--- src/usbfcs_defs.vh ---
// register offsets, field positions, reset values and timing counts of the usb control block
`ifndef USBFCS_DEFS_VH
`define USBFCS_DEFS_VH

`define USBFCS_ADDR_W 3
`define USBFCS_OFS_EVENT_STATUS 3'h0
`define USBFCS_OFS_EVENT_MASK 3'h1
`define USBFCS_OFS_CONTROL 3'h2
`define USBFCS_OFS_DEVICE_ADDRESS 3'h3
`define USBFCS_OFS_LAST_TOKEN 3'h4
`define USBFCS_OFS_ERROR_TYPE 3'h5
`define USBFCS_OFS_CONTROL_EP 3'h6

`define USBFCS_RST_EVENT_MASK 8'h00
`define USBFCS_RST_CONTROL 4'h6
`define USBFCS_RST_DEVICE_ADDRESS 7'h00

`define USBFCS_EV_SOF 0
`define USBFCS_EV_RESET 1
`define USBFCS_EV_END_OF_SUSPEND_FLAG 2
`define USBFCS_EV_SUSPEND_REQUEST_FLAG 3
`define USBFCS_EV_ERR 4
`define USBFCS_EV_SETUP_OVERRUN_FLAG 5
`define USBFCS_EV_CTR 7

`define USBFCS_CTL_RESET_FORCE 0
`define USBFCS_CTL_SUSPEND_FORCE 1
`define USBFCS_CTL_REGULATOR_OFF 2
`define USBFCS_CTL_RESUME 3
`define USBFCS_CTL_USBRST 6
`define USBFCS_CTL_RSM 7

`define USBFCS_STAT_DISABLED 2'h0
`define USBFCS_STAT_STALL 2'h1
`define USBFCS_STAT_NAK 2'h2
`define USBFCS_STAT_VALID 2'h3

`define USBFCS_PID_OUT 2'h0
`define USBFCS_PID_IN 2'h2
`define USBFCS_PID_SETUP 2'h3

`define USBFCS_EP0 3'h0
`define USBFCS_ERR_NONE 3'h0

`define USBFCS_IDLE_MS 3
`define USBFCS_CLK_KHZ 50000
`define USBFCS_IDLE_CNT_W 18

`endif

--- src/usbfcs_top.v ---
// control, status and event register logic of the full-speed usb function
`timescale 1ns/1ps
`default_nettype none
`include "usbfcs_defs.vh"

module usbfcs_top #(
	parameter IDLE_CYCLES = `USBFCS_IDLE_MS * `USBFCS_CLK_KHZ
) (
	input wire sys_clk_i,
	input wire sys_rst_i,
	input wire [`USBFCS_ADDR_W-1:0] reg_addr_i,
	input wire [7:0] reg_wdata_i,
	input wire reg_wr_i,
	input wire reg_rd_i,
	output reg [7:0] reg_rdata_o,
	input wire cpu_int_mask_i,
	input wire sie_sof_i,
	input wire sie_bus_reset_i,
	input wire sie_bus_idle_i,
	input wire sie_resume_start_i,
	input wire sie_err_i,
	input wire [2:0] sie_err_code_i,
	input wire sie_ctr_i,
	input wire [2:0] sie_ctr_ep_i,
	input wire sie_ctr_in_i,
	input wire [1:0] sie_ctr_pid_i,
	input wire sie_ep0_tx_ack_i,
	input wire sie_ep0_rx_ok_i,
	input wire sie_ep0_stall_i,
	input wire ep_other_ctr_i,
	output wire irq_o,
	output wire wake_irq_o,
	output wire usb_reset_o,
	output wire resume_drive_o,
	output wire regulator_off_o,
	output wire suspend_o,
	output wire [6:0] device_addr_o,
	output wire [1:0] ep0_tx_stat_o,
	output wire [1:0] ep0_rx_stat_o,
	output wire ep0_tx_toggle_o,
	output wire ep0_rx_toggle_o
);

	// counter width bounds the idle limit; the default fits in it
	localparam [`USBFCS_IDLE_CNT_W-1:0] IDLE_LIMIT = IDLE_CYCLES[`USBFCS_IDLE_CNT_W-1:0];

	// event flags, bits 6 and 7 not stored here
	reg sof_q;
	reg reset_ev_q;
	reg end_of_suspend_flag_q;
	reg suspend_request_flag_q;
	reg err_q;
	reg setup_overrun_flag_q;
	reg [7:0] mask_q;
	reg [3:0] ctl_q;
	reg rsm_q;
	reg usbrst_q;
	reg [6:0] addr_q;
	reg [1:0] pid_q;
	reg dir_in_q;
	reg [2:0] ep_num_q;
	reg [2:0] err_code_q;
	reg ep0_ctr_q;
	reg tx_tog_q;
	reg [1:0] tx_stat_q;
	reg rx_tog_q;
	reg [1:0] rx_stat_q;
	reg [`USBFCS_IDLE_CNT_W-1:0] idle_cnt_q;
	reg [7:0] rdata_d;

	wire wr_event = reg_wr_i && (reg_addr_i == `USBFCS_OFS_EVENT_STATUS);
	wire wr_mask = reg_wr_i && (reg_addr_i == `USBFCS_OFS_EVENT_MASK);
	wire wr_ctl = reg_wr_i && (reg_addr_i == `USBFCS_OFS_CONTROL);
	wire wr_addr = reg_wr_i && (reg_addr_i == `USBFCS_OFS_DEVICE_ADDRESS);
	wire wr_ep0 = reg_wr_i && (reg_addr_i == `USBFCS_OFS_CONTROL_EP);

	wire reset_force = ctl_q[`USBFCS_CTL_RESET_FORCE];
	wire suspend_force = ctl_q[`USBFCS_CTL_SUSPEND_FORCE];
	// usb reset: received from the bus or forced by software
	wire usb_reset = sie_bus_reset_i | reset_force;
	// falling edge of force-reset by a software write
	wire reset_force_release = wr_ctl && reset_force && !reg_wdata_i[`USBFCS_CTL_RESET_FORCE];
	wire bus_active = !sie_bus_idle_i;
	wire wake = suspend_force && (bus_active || sie_resume_start_i || sie_bus_reset_i);

	wire ctr_ep0 = sie_ctr_i && (sie_ctr_ep_i == `USBFCS_EP0);
	wire ctr_epn = sie_ctr_i && (sie_ctr_ep_i != `USBFCS_EP0);
	wire setup_ep0 = ctr_ep0 && (sie_ctr_pid_i == `USBFCS_PID_SETUP);
	// setup while previous endpoint 0 event still pending
	wire setup_over = setup_ep0 && ep0_ctr_q;

	wire ctr_sum = ep0_ctr_q | ep_other_ctr_i;
	wire idle_hit = (idle_cnt_q == IDLE_LIMIT);
	wire [7:0] event_vec = {ctr_sum, 1'b0, setup_overrun_flag_q, err_q, suspend_request_flag_q, end_of_suspend_flag_q, reset_ev_q, sof_q};
	wire [7:0] live = event_vec & mask_q;

	// end-of-suspend has its own vector so it can wake a halted cpu
	assign wake_irq_o = live[`USBFCS_EV_END_OF_SUSPEND_FLAG] && !cpu_int_mask_i;
	assign irq_o = (|(live & 8'hfb)) && !cpu_int_mask_i;
	assign usb_reset_o = usb_reset;
	assign resume_drive_o = ctl_q[`USBFCS_CTL_RESUME];
	assign regulator_off_o = ctl_q[`USBFCS_CTL_REGULATOR_OFF];
	assign suspend_o = suspend_force;
	assign device_addr_o = addr_q;
	assign ep0_tx_stat_o = tx_stat_q;
	assign ep0_rx_stat_o = rx_stat_q;
	assign ep0_tx_toggle_o = tx_tog_q;
	assign ep0_rx_toggle_o = rx_tog_q;

	// event flags: hardware set wins over a software zero in the same cycle
	always @(posedge sys_clk_i or posedge sys_rst_i) begin
		if (sys_rst_i) begin
			sof_q <= 1'b0;
			reset_ev_q <= 1'b0;
			end_of_suspend_flag_q <= 1'b0;
			suspend_request_flag_q <= 1'b0;
			err_q <= 1'b0;
			setup_overrun_flag_q <= 1'b0;
		end else begin
			sof_q <= sie_sof_i | (sof_q & ~(wr_event & ~reg_wdata_i[`USBFCS_EV_SOF]));
			reset_ev_q <= sie_bus_reset_i | reset_force_release
				| (reset_ev_q & ~(wr_event & ~reg_wdata_i[`USBFCS_EV_RESET]));
			end_of_suspend_flag_q <= wake
				| (end_of_suspend_flag_q & ~(wr_event & ~reg_wdata_i[`USBFCS_EV_END_OF_SUSPEND_FLAG]));
			suspend_request_flag_q <= (idle_hit & ~suspend_force)
				| (suspend_request_flag_q & ~(wr_event & ~reg_wdata_i[`USBFCS_EV_SUSPEND_REQUEST_FLAG]));
			err_q <= sie_err_i | (err_q & ~(wr_event & ~reg_wdata_i[`USBFCS_EV_ERR]));
			setup_overrun_flag_q <= setup_over
				| (setup_overrun_flag_q & ~(wr_event & ~reg_wdata_i[`USBFCS_EV_SETUP_OVERRUN_FLAG]));
		end
	end

	// error code follows the error flag, zeroed when software clears it
	always @(posedge sys_clk_i or posedge sys_rst_i) begin
		if (sys_rst_i) begin
			err_code_q <= `USBFCS_ERR_NONE;
		end else if (sie_err_i) begin
			err_code_q <= sie_err_code_i;
		end else if (wr_event && !reg_wdata_i[`USBFCS_EV_ERR]) begin
			err_code_q <= `USBFCS_ERR_NONE;
		end
	end

	// idle timer; saturates, so the suspend request is set again every cycle until the count is cleared
	always @(posedge sys_clk_i or posedge sys_rst_i) begin
		if (sys_rst_i) begin
			idle_cnt_q <= {`USBFCS_IDLE_CNT_W{1'b0}};
		end else if (usb_reset || suspend_force || bus_active) begin
			idle_cnt_q <= {`USBFCS_IDLE_CNT_W{1'b0}};
		end else if (!idle_hit) begin
			idle_cnt_q <= idle_cnt_q + 1'b1;
		end
	end

	always @(posedge sys_clk_i or posedge sys_rst_i) begin
		if (sys_rst_i) begin
			mask_q <= `USBFCS_RST_EVENT_MASK;
		end else if (wr_mask) begin
			mask_q <= reg_wdata_i & 8'hbf;
		end
	end

	// control: force-suspend dropped by hardware when the bus wakes up
	always @(posedge sys_clk_i or posedge sys_rst_i) begin
		if (sys_rst_i) begin
			ctl_q <= `USBFCS_RST_CONTROL;
		end else begin
			if (wr_ctl) begin
				ctl_q <= reg_wdata_i[3:0];
			end
			if (wake) begin
				ctl_q[`USBFCS_CTL_SUSPEND_FORCE] <= 1'b0;
			end
		end
	end

	// cause of wake-up; rearmed each time software forces suspend
	always @(posedge sys_clk_i or posedge sys_rst_i) begin
		if (sys_rst_i) begin
			rsm_q <= 1'b0;
			usbrst_q <= 1'b0;
		end else if (wr_ctl && reg_wdata_i[`USBFCS_CTL_SUSPEND_FORCE] && !suspend_force) begin
			rsm_q <= 1'b0;
			usbrst_q <= 1'b0;
		end else begin
			if (sie_resume_start_i) begin
				rsm_q <= 1'b1;
			end
			if (sie_bus_reset_i) begin
				usbrst_q <= 1'b1;
			end
		end
	end

	always @(posedge sys_clk_i or posedge sys_rst_i) begin
		if (sys_rst_i) begin
			addr_q <= `USBFCS_RST_DEVICE_ADDRESS;
		end else if (usb_reset) begin
			addr_q <= `USBFCS_RST_DEVICE_ADDRESS;
		end else if (wr_addr) begin
			addr_q <= reg_wdata_i[6:0];
		end
	end

	// last token status; a setup overrun leaves it untouched
	always @(posedge sys_clk_i or posedge sys_rst_i) begin
		if (sys_rst_i) begin
			pid_q <= `USBFCS_PID_OUT;
			dir_in_q <= 1'b0;
			ep_num_q <= `USBFCS_EP0;
		end else if (ctr_ep0 && !setup_over) begin
			pid_q <= sie_ctr_pid_i;
			ep_num_q <= `USBFCS_EP0;
		end else if (ctr_epn) begin
			dir_in_q <= sie_ctr_in_i;
			ep_num_q <= sie_ctr_ep_i;
		end
	end

	// endpoint 0: hardware events win over a software write in the same cycle
	always @(posedge sys_clk_i or posedge sys_rst_i) begin
		if (sys_rst_i) begin
			ep0_ctr_q <= 1'b0;
			tx_tog_q <= 1'b0;
			tx_stat_q <= `USBFCS_STAT_DISABLED;
			rx_tog_q <= 1'b0;
			rx_stat_q <= `USBFCS_STAT_DISABLED;
		end else begin
			if (ctr_ep0) begin
				ep0_ctr_q <= 1'b1;
			end else if (wr_ep0 && !reg_wdata_i[7]) begin
				ep0_ctr_q <= 1'b0;
			end
			if (usb_reset) begin
				tx_tog_q <= 1'b0;
				tx_stat_q <= `USBFCS_STAT_DISABLED;
				rx_tog_q <= 1'b0;
				rx_stat_q <= `USBFCS_STAT_DISABLED;
			end else if (sie_ep0_stall_i) begin
				tx_stat_q <= `USBFCS_STAT_STALL;
				rx_stat_q <= `USBFCS_STAT_STALL;
			end else if (setup_ep0) begin
				tx_tog_q <= 1'b1;
				rx_tog_q <= 1'b0;
				if (tx_stat_q != `USBFCS_STAT_DISABLED || rx_stat_q != `USBFCS_STAT_DISABLED) begin
					tx_stat_q <= `USBFCS_STAT_NAK;
					rx_stat_q <= `USBFCS_STAT_NAK;
				end
			end else begin
				if (wr_ep0) begin
					tx_tog_q <= reg_wdata_i[6];
					tx_stat_q <= reg_wdata_i[5:4];
					rx_tog_q <= reg_wdata_i[2];
					rx_stat_q <= reg_wdata_i[1:0];
				end
				if (sie_ep0_tx_ack_i) begin
					tx_tog_q <= ~tx_tog_q;
				end
				if (sie_ep0_rx_ok_i) begin
					rx_tog_q <= ~rx_tog_q;
				end
				if (ctr_ep0) begin
					tx_stat_q <= `USBFCS_STAT_NAK;
					rx_stat_q <= `USBFCS_STAT_NAK;
				end
			end
		end
	end

	// read mux; unmapped offsets read zero
	always @* begin
		rdata_d = 8'h00;
		case (reg_addr_i)
			`USBFCS_OFS_EVENT_STATUS: rdata_d = event_vec;
			`USBFCS_OFS_EVENT_MASK: rdata_d = mask_q;
			`USBFCS_OFS_CONTROL: rdata_d = {rsm_q, usbrst_q, 2'b00, ctl_q};
			`USBFCS_OFS_DEVICE_ADDRESS: rdata_d = {1'b0, addr_q};
			`USBFCS_OFS_LAST_TOKEN: rdata_d = {pid_q, dir_in_q, 2'b00, ep_num_q};
			`USBFCS_OFS_ERROR_TYPE: rdata_d = {5'h00, err_code_q};
			`USBFCS_OFS_CONTROL_EP: rdata_d = {ep0_ctr_q, tx_tog_q, tx_stat_q, 1'b0,
				rx_tog_q, rx_stat_q};
			default: rdata_d = 8'h00;
		endcase
	end

	// data valid only in the cycle after the read strobe
	always @(posedge sys_clk_i or posedge sys_rst_i) begin
		if (sys_rst_i) begin
			reg_rdata_o <= 8'h00;
		end else if (reg_rd_i) begin
			reg_rdata_o <= rdata_d;
		end else begin
			reg_rdata_o <= 8'h00;
		end
	end

endmodule
`default_nettype wire

--- config.mk ---
export PLATFORM = sky130hd
export DESIGN_NAME = usbfcs_top
export DESIGN_NICKNAME = d
export VERILOG_FILES = /design/src/usbfcs_top.v
export VERILOG_INCLUDE_DIRS = /design/src
export SDC_FILE = /design/constraint.sdc
export NUM_CORES = 1
export LEC_CHECK = 0
export BUFFER_PORTS_ARGS = -buffer_cell sky130_fd_sc_hd__buf_4
export CORE_MARGIN = 3
export CORE_UTILIZATION = 30
export DETAILED_ROUTE_END_ITERATION = 10
export SLEW_MARGIN = 20
export SYNTH_ARGS = -nofsm -noshare
export SYNTH_HDL_FRONTEND = slang
export SYNTH_SLANG_ARGS = --single-unit
--- constraint.sdc ---
create_clock -name sys_clk_i -period 3.9 [get_ports sys_clk_i]
set_input_delay 0.39 -clock sys_clk_i [delete_from_list [all_inputs] [get_ports sys_clk_i]]
set_output_delay 0.39 -clock sys_clk_i [all_outputs]
set_load 0.02 [all_outputs]
==> results of run 1 <==
[worst reg2reg max path: stages, from the launching register on]
cell	delay, ns
dfrtp_1	0.41
nor2_1	0.20
nand3b_1	0.56
or3b_2	0.66
o22ai_1	0.14
[stage by stage]
step / instances / area [um2] / setup slack [ns] / utilization
floorplan: 319 / 3420 / 1.80 / -
global placement: 510 / 4010 / 1.77 / 0.365
detailed placement: 510 / 4010 / 1.71 / 0.365
CTS: 526 / 4330 / 1.79 / 0.395
global route: 526 / 4330 / 1.62 / 0.395
finish: 526 / 4330 / 1.83 / 0.395
[layout by cell type (no fill, tap or decap), types with 2 or more instances in the layout]
master / n
dfrtp_1: 66
xnor2_1: 8
nor3_2: 2
dfstp_2: 2
a31oi_1: 4
and4_1: 2
a22o_1: 3
nand4b_1: 2
o211ai_1: 5
mux2i_1: 13
clkbuf_16: 9
nor2b_1: 2
and2_1: 4
nand4_1: 4
nand3b_1: 2
nor4_1: 6
nand3_1: 8
clkinv_4: 2
o21ai_0: 16
nor2_1: 30
ha_1: 2
o22ai_1: 4
mux4_2: 4
inv_1: 9
mux2_2: 16
o22a_1: 2
a21oi_1: 11
nand2_1: 29
a22oi_1: 4
buf_4: 62
bufinv_16: 2
nor3_1: 5
o21a_1: 4
o211a_1: 3
nand2b_1: 7
nor4bb_1: 2
xor2_1: 4
[routing by layer]
layer  share of wire  vias up
met5               0        -
li1                -     1291
met1            0.46     1355
met4           0.018        0
met2            0.47       90
met3           0.058       11
[area by class of cell]
class | instances | area, um2 | share of cell area
Tap cell | 140 | 175 | 0.0404
Sequential cell | 68 | 1700 | 0.393
Multi-Input combinational cell | 230 | 1620 | 0.375
Timing Repair Buffer | 62 | 465 | 0.107
Clock buffer | 11 | 243 | 0.0560
Clock inverter | 5 | 85.1 | 0.0196
Inverter | 10 | 37.5 | 0.00866
[logic make-up after synthesis]
kind of cell	Yosys count	share of synthesized area
DFF	68	0.499
and+or+nand+nor	120	0.197
adders and majority gates	2	0.00732
buffers and inverters	21	0.0264
xor gates and xnor gates	12	0.0308
muxes	34	0.120
AOI/OAI and AO/OA	62	0.119
[power groups by stage]
stage	clock network [mW]	registers [mW]	logic, mW
after floorplan	0	0.847	0.159
after global placement	0	0.840	0.298
after global routing	0.935	0.839	0.328
after CTS	0.903	0.830	0.301
after detailed placement	0	0.841	0.300
final	0.885	0.831	0.298
[registers in the layout, indices dropped and copies added, names as in the netlist, 2 cells and up]
register	cells
idle_cnt_q	18
reg_rdata_o	8
device_addr_o	7
mask_q	7
ctl_q	4
ep_num_q	3
err_code_q	3
ep0_rx_stat_o	2
ep0_tx_stat_o	2
pid_q	2
[worst min-delay path by stage]
stage               slack (ns)             end  depth (start not counted)
finish                    0.24  idle_cnt_q[14]                          2
global route              0.28           rsm_q                          2
CTS                       0.27  idle_cnt_q[14]                          2
detailed placement        0.48        pid_q[1]                          1
global placement          0.48        pid_q[0]                          1
floorplan                 0.45           rsm_q                          1
==> flow_summary_export.csv, run 1 <==
group,metric,value,unit
outcome,outcome,"completed",
sta,setup_tns,0,ns
die,fp.dieArea,12700,um2
pwr,intPower,1.49,mW
sta,hold_viol_final,0,
cts,cts_resized,0,
setup_path,critPathLaunchType,"flip-flop",
yosys,ys_seq_area_frac,0.499,
die,pin_count,62,
cts,cts_buffer_depth,2,
die,rows,38,
setup_path,timing.critical_path.from,"ctl_q[0]",
setup_path,crit_chain,"nor2_1, nand3b_1, or3b_2, o22ai_1",
cts,clock-sinks,68,
setup_path,regToRegEndpoint,"idle_cnt_q[2]",
placement,place_congestion,0.858,
yosys,avgSynthCellArea,10.7,um2
global_route,grt_pass1_vias,2769,
placement,port_buffers,61,
pwr,power_switching,520,uW
yosys,ys_top_cells_by_count,"dfrtp_1 (66), nor2_1 (30), nand2_1 (29)",
yosys,ys.warnings.count,0,
global_route,use_met3,0.0465,
die,die_w,113,um
yosys,synth_cell_types,59,
setup_path,crit_type,"flip-flop to flip-flop",
yosys,syn_inst,319,
yosys,synth_async_sr_flop_share,1.00,
detailed_routing,viasPerCell,5.22,
sta,fmax,0.483,GHz
setup_path,ff2ff_path_depth,4,
global_route,antenna_found_initial,0,
finish,nets,418,
global_route,gr-usage-met1,0.192,
cts,cts_hold_buf,0,
setup_path,end_kind,"flip-flop",
yosys,yosysTopAreaCell,"dfrtp_1",
cts,postCtsSetupBuffers,0,
setup_path,arrival,2.30,ns
cts,cts_made_buffers,9,
finish,syn_to_final_growth,26.8,%
sta,min_period,2.07,ns
detailed_routing,wl_per_cell,16.9,um
global_route,busiest_layer,"met2",
job,cap_violations,0,
sta,period_share,0.531,
setup_path,required,4.13,ns
pwr,comb_power_share,0.148,
setup_path,slowest_delay,0.66,ns
pwr,irDropWorstVdd,0.215,mV
sta,rsz0062_at_grt,"false",
global_route,overflow,0,
die,die_h,113,um
pwr,power_density,465,nW/um2
sta,clock_skew,0.00997,ns
cts,clock_latency,0.33,ns
yosys,syn_nets,356,
worst_hold_path,hp-class,"input port to async pin",
finish,antennaDiodeCount,0,
detailed_routing,antenna_left,0,
yosys,ys.flop_type,"dfrtp_1",
setup_path,crit_cells,4,
placement,place_hpwl,6480,um
pwr,pwr-share-seq,0.413,
pwr,leakage,1.92,nW
pwr,power.share.clock,0.439,
finish,fill_cells,1054,
yosys,synth_edf_count,0,
setup_path,slowest_stage,"or3b_2",
die,core,11000,um2
setup_path,r2r_setup_slack,1.83,ns
global_route,grt_pass1_wl,14400,um
pwr,swShare,0.258,
detailed_routing,drc,0,
yosys,synth_most_common_cell,"dfrtp_1",
pwr,fin_total_pwr,2.01,mW
setup_path,reg2reg_from,"ctl_q[0]",
sta,max_slew_margin,0.454,
global_route,track_usage,0.143,
detailed_routing,drtPass1Iterations,4,
global_route,use_met2,0.220,
yosys,synth_top_area_frac,0.483,
detailed_routing,routed_wl,8920,um
detailed_routing,num_vias,2747,
cts,clk_pin_slew_worst_paths,0.06,ns
setup_path,endpoint,"idle_cnt_q[2]",
cts,cts_root_buf,"clkbuf_16",
finish,layout-drive-gt1-share,0.280,
yosys,synth_area_leaders,"dfrtp_1 (48%), mux2_2 (5.3%), mux2i_1 (3.8%)",
yosys,ys_ff_latch,68,
detailed_routing,drt_iter0_drc,228,
setup_path,crit_buf_inv,0,
sta,hold_ws,0.235,ns
die,initial_core_util,0.311,
sta,setup_viol,0,
setup_path,cp_max_fo,20,
sta,worst_pin_slew,0.818,ns
global_route,grt_max_degree,41,
cts,cts_tree,"done",
sta,maxSlewViolCount,0,
setup_path,critical-path-top-delay-family,"simple AND/OR/NAND/NOR gates",
yosys,synth.cell_area,3420,um2
cts,cts_max_level,3,
Note: power is estimated with default switching activity, not from simulation.
==> inputs of run 2 (changes only) <==
Clock period 3.9 ns to 1.9 ns, I/O delays scaled along.
==> flow_summary_export.csv, run 2 (synthesis results as in run 1) <==
group,metric,value,unit
outcome,outcome,"completed",
pwr,power_density,899,nW/um2
pwr,leakage,1.93,nW
sta,min_period,1.71,ns
sta,max_slew_margin,0.703,
detailed_routing,num_vias,2731,
cts,postCtsSetupBuffers,0,
sta,period_share,0.900,
sta,rsz0062_at_grt,"false",
finish,final_cell_mix,"buf_4 (67), dfrtp_1 (66), nor2_1 (30), nand2_1 (29)",
setup_path,arrival,1.52,ns
detailed_routing,routed_wl,8760,um
global_route,grt_pass1_wl,14200,um
sta,hold_viol_final,0,
detailed_routing,wl_per_cell,16.5,um
die,die_w,113,um
die,core,11000,um2
sta,clock_skew,0.0104,ns
worst_hold_path,hp-class,"input port to flip-flop",
placement,place_ws,0.0999,ns
detailed_routing,drc,0,
cts,cts_max_level,3,
setup_path,end_kind,"primary output",
die,pin_count,62,
placement,place_congestion,0.801,
die,rows,38,
die,fp.dieArea,12700,um2
finish,largestRegisters,"idle_cnt_q: 18 flops, reg_rdata_o: 8 flops",
setup_path,cp_max_fo,3,
global_route,antenna_found_initial,0,
sta,worst_pin_slew,0.446,ns
die,die_h,113,um
job,cap_violations,0,
sta,fmax,0.585,GHz
finish,syn_to_final_growth,27.2,%
sta,maxSlewViolCount,0,
global_route,track_usage,0.143,
finish,largest_reg_flops,18,
cts,clk_pin_slew_worst_paths,0.06,ns
pwr,irDropWorstVdd,0.468,mV
finish,final_common_cell,"buf_4",
cts,cts_made_buffers,9,
cts,clock-sinks,68,
global_route,grt_pass1_vias,2642,
cts,clock_latency,0.33,ns
finish,layout-drive-gt1-share,0.293,
placement,dp_cells,515,
setup_path,required,1.71,ns
global_route,overflow,0,
placement,port_buffers,61,
sta,setup_viol,0,
sta,fin_ws,0.190,ns
detailed_routing,antenna_left,0,
finish,layout.cells.non_filler,532,
cts,cts_buffer_depth,2,
setup_path,crit_type,"flip-flop to primary output",
cts,cts_tree,"done",
finish,antennaDiodeCount,0,
sta,setup_tns,0,ns
detailed_routing,drt_iter0_drc,163,
global_route,grt_max_degree,36,
die,initial_core_util,0.311,
placement,place_hpwl,6530,um
cts,cts_root_buf,"clkbuf_16",
finish,nets,424,
detailed_routing,viasPerCell,5.13,
finish,regMostFlops,"idle_cnt_q",
setup_path,critPathLaunchType,"flip-flop",
detailed_routing,drtPass1Iterations,5,
-- run 2: cell types whose count changed in the layout (fill, tap and decap cells not counted), sizes merged --
cell | before | now
clkbuf | 11 | 10
inv | 10 | 11
bufinv | 2 | 0
buf | 62 | 67
dlygate4sd3 | 0 | 1
clkinvlp | 1 | 3
-- run 2: final cells by class --
cell class | count | area, um2
Fill cell | 1066 | 6640
Sequential cell | 68 | 1700
Multi-Input combinational cell | 230 | 1630
Timing Repair Buffer | 68 | 513
Clock buffer | 10 | 239
Tap cell | 140 | 175
Clock inverter | 6 | 48.8
Inverter | 10 | 37.5
-- run 2: timing repair --
item	CTS	global route
hold endpoints to repair	61	0
endpoints found under the setup margin	0	1
gates resized for setup	0	1
hold buffers	1	0
-- run 2: metal layers --
| metal | share of wire | GRT usage | up-vias |
|---|---|---|---|
| li1 | - | - | 1302 |
| met1 | 0.47 | 0.205 | 1351 |
| met2 | 0.47 | 0.215 | 69 |
| met3 | 0.042 | 0.0289 | 9 |
| met4 | 0.015 | 0.0553 | 0 |
| met5 | 0 | 0 | - |
-- run 2: final timing paths --
path / startpoint / end / slack [ns] / cells after the start
max: setup_overrun_flag_q / irq_o / 0.19 / 3
max in group asynchronous: sys_rst_i / ctl_q[2] / 1.02 / 4
min reg2reg: pid_q[1] / pid_q[1] / 0.49 / 1
min: sie_sof_i / sof_q / 0.07 / 2
max reg2reg: idle_cnt_q[0] / idle_cnt_q[0] / 0.20 / 6
min in group asynchronous: sys_rst_i / idle_cnt_q[14] / 0.54 / 4
-- run 2: critical path, cell delays in order (launching register included) --
cell and delay, ns:
dfrtp_1 0.39, a222oi_1 0.41, a31oi_1 0.20, buf_4 0.19
-- run 2: stage by stage --
stage / hold slack, ns / utilization / area (um2) / power, mW
after floorplan: 0.282 / - / 3420 / 2.06
after CTS: 0.0684 / 0.395 / 4340 / 3.94
after detailed placement: 0.343 / 0.368 / 4040 / 2.35
after global routing: 0.0612 / 0.396 / 4350 / 4.09
final: 0.0715 / 0.396 / 4350 / 3.91
after global placement: 0.349 / 0.368 / 4040 / 2.34
-- run 2: power breakdown --
group	total, mW	internal, mW	leakage [nW]	switching [mW]
clock	1.58	0.927	0.131	0.656
combinational	0.619	0.300	0.931	0.319
sequential	1.70	1.59	0.866	0.118
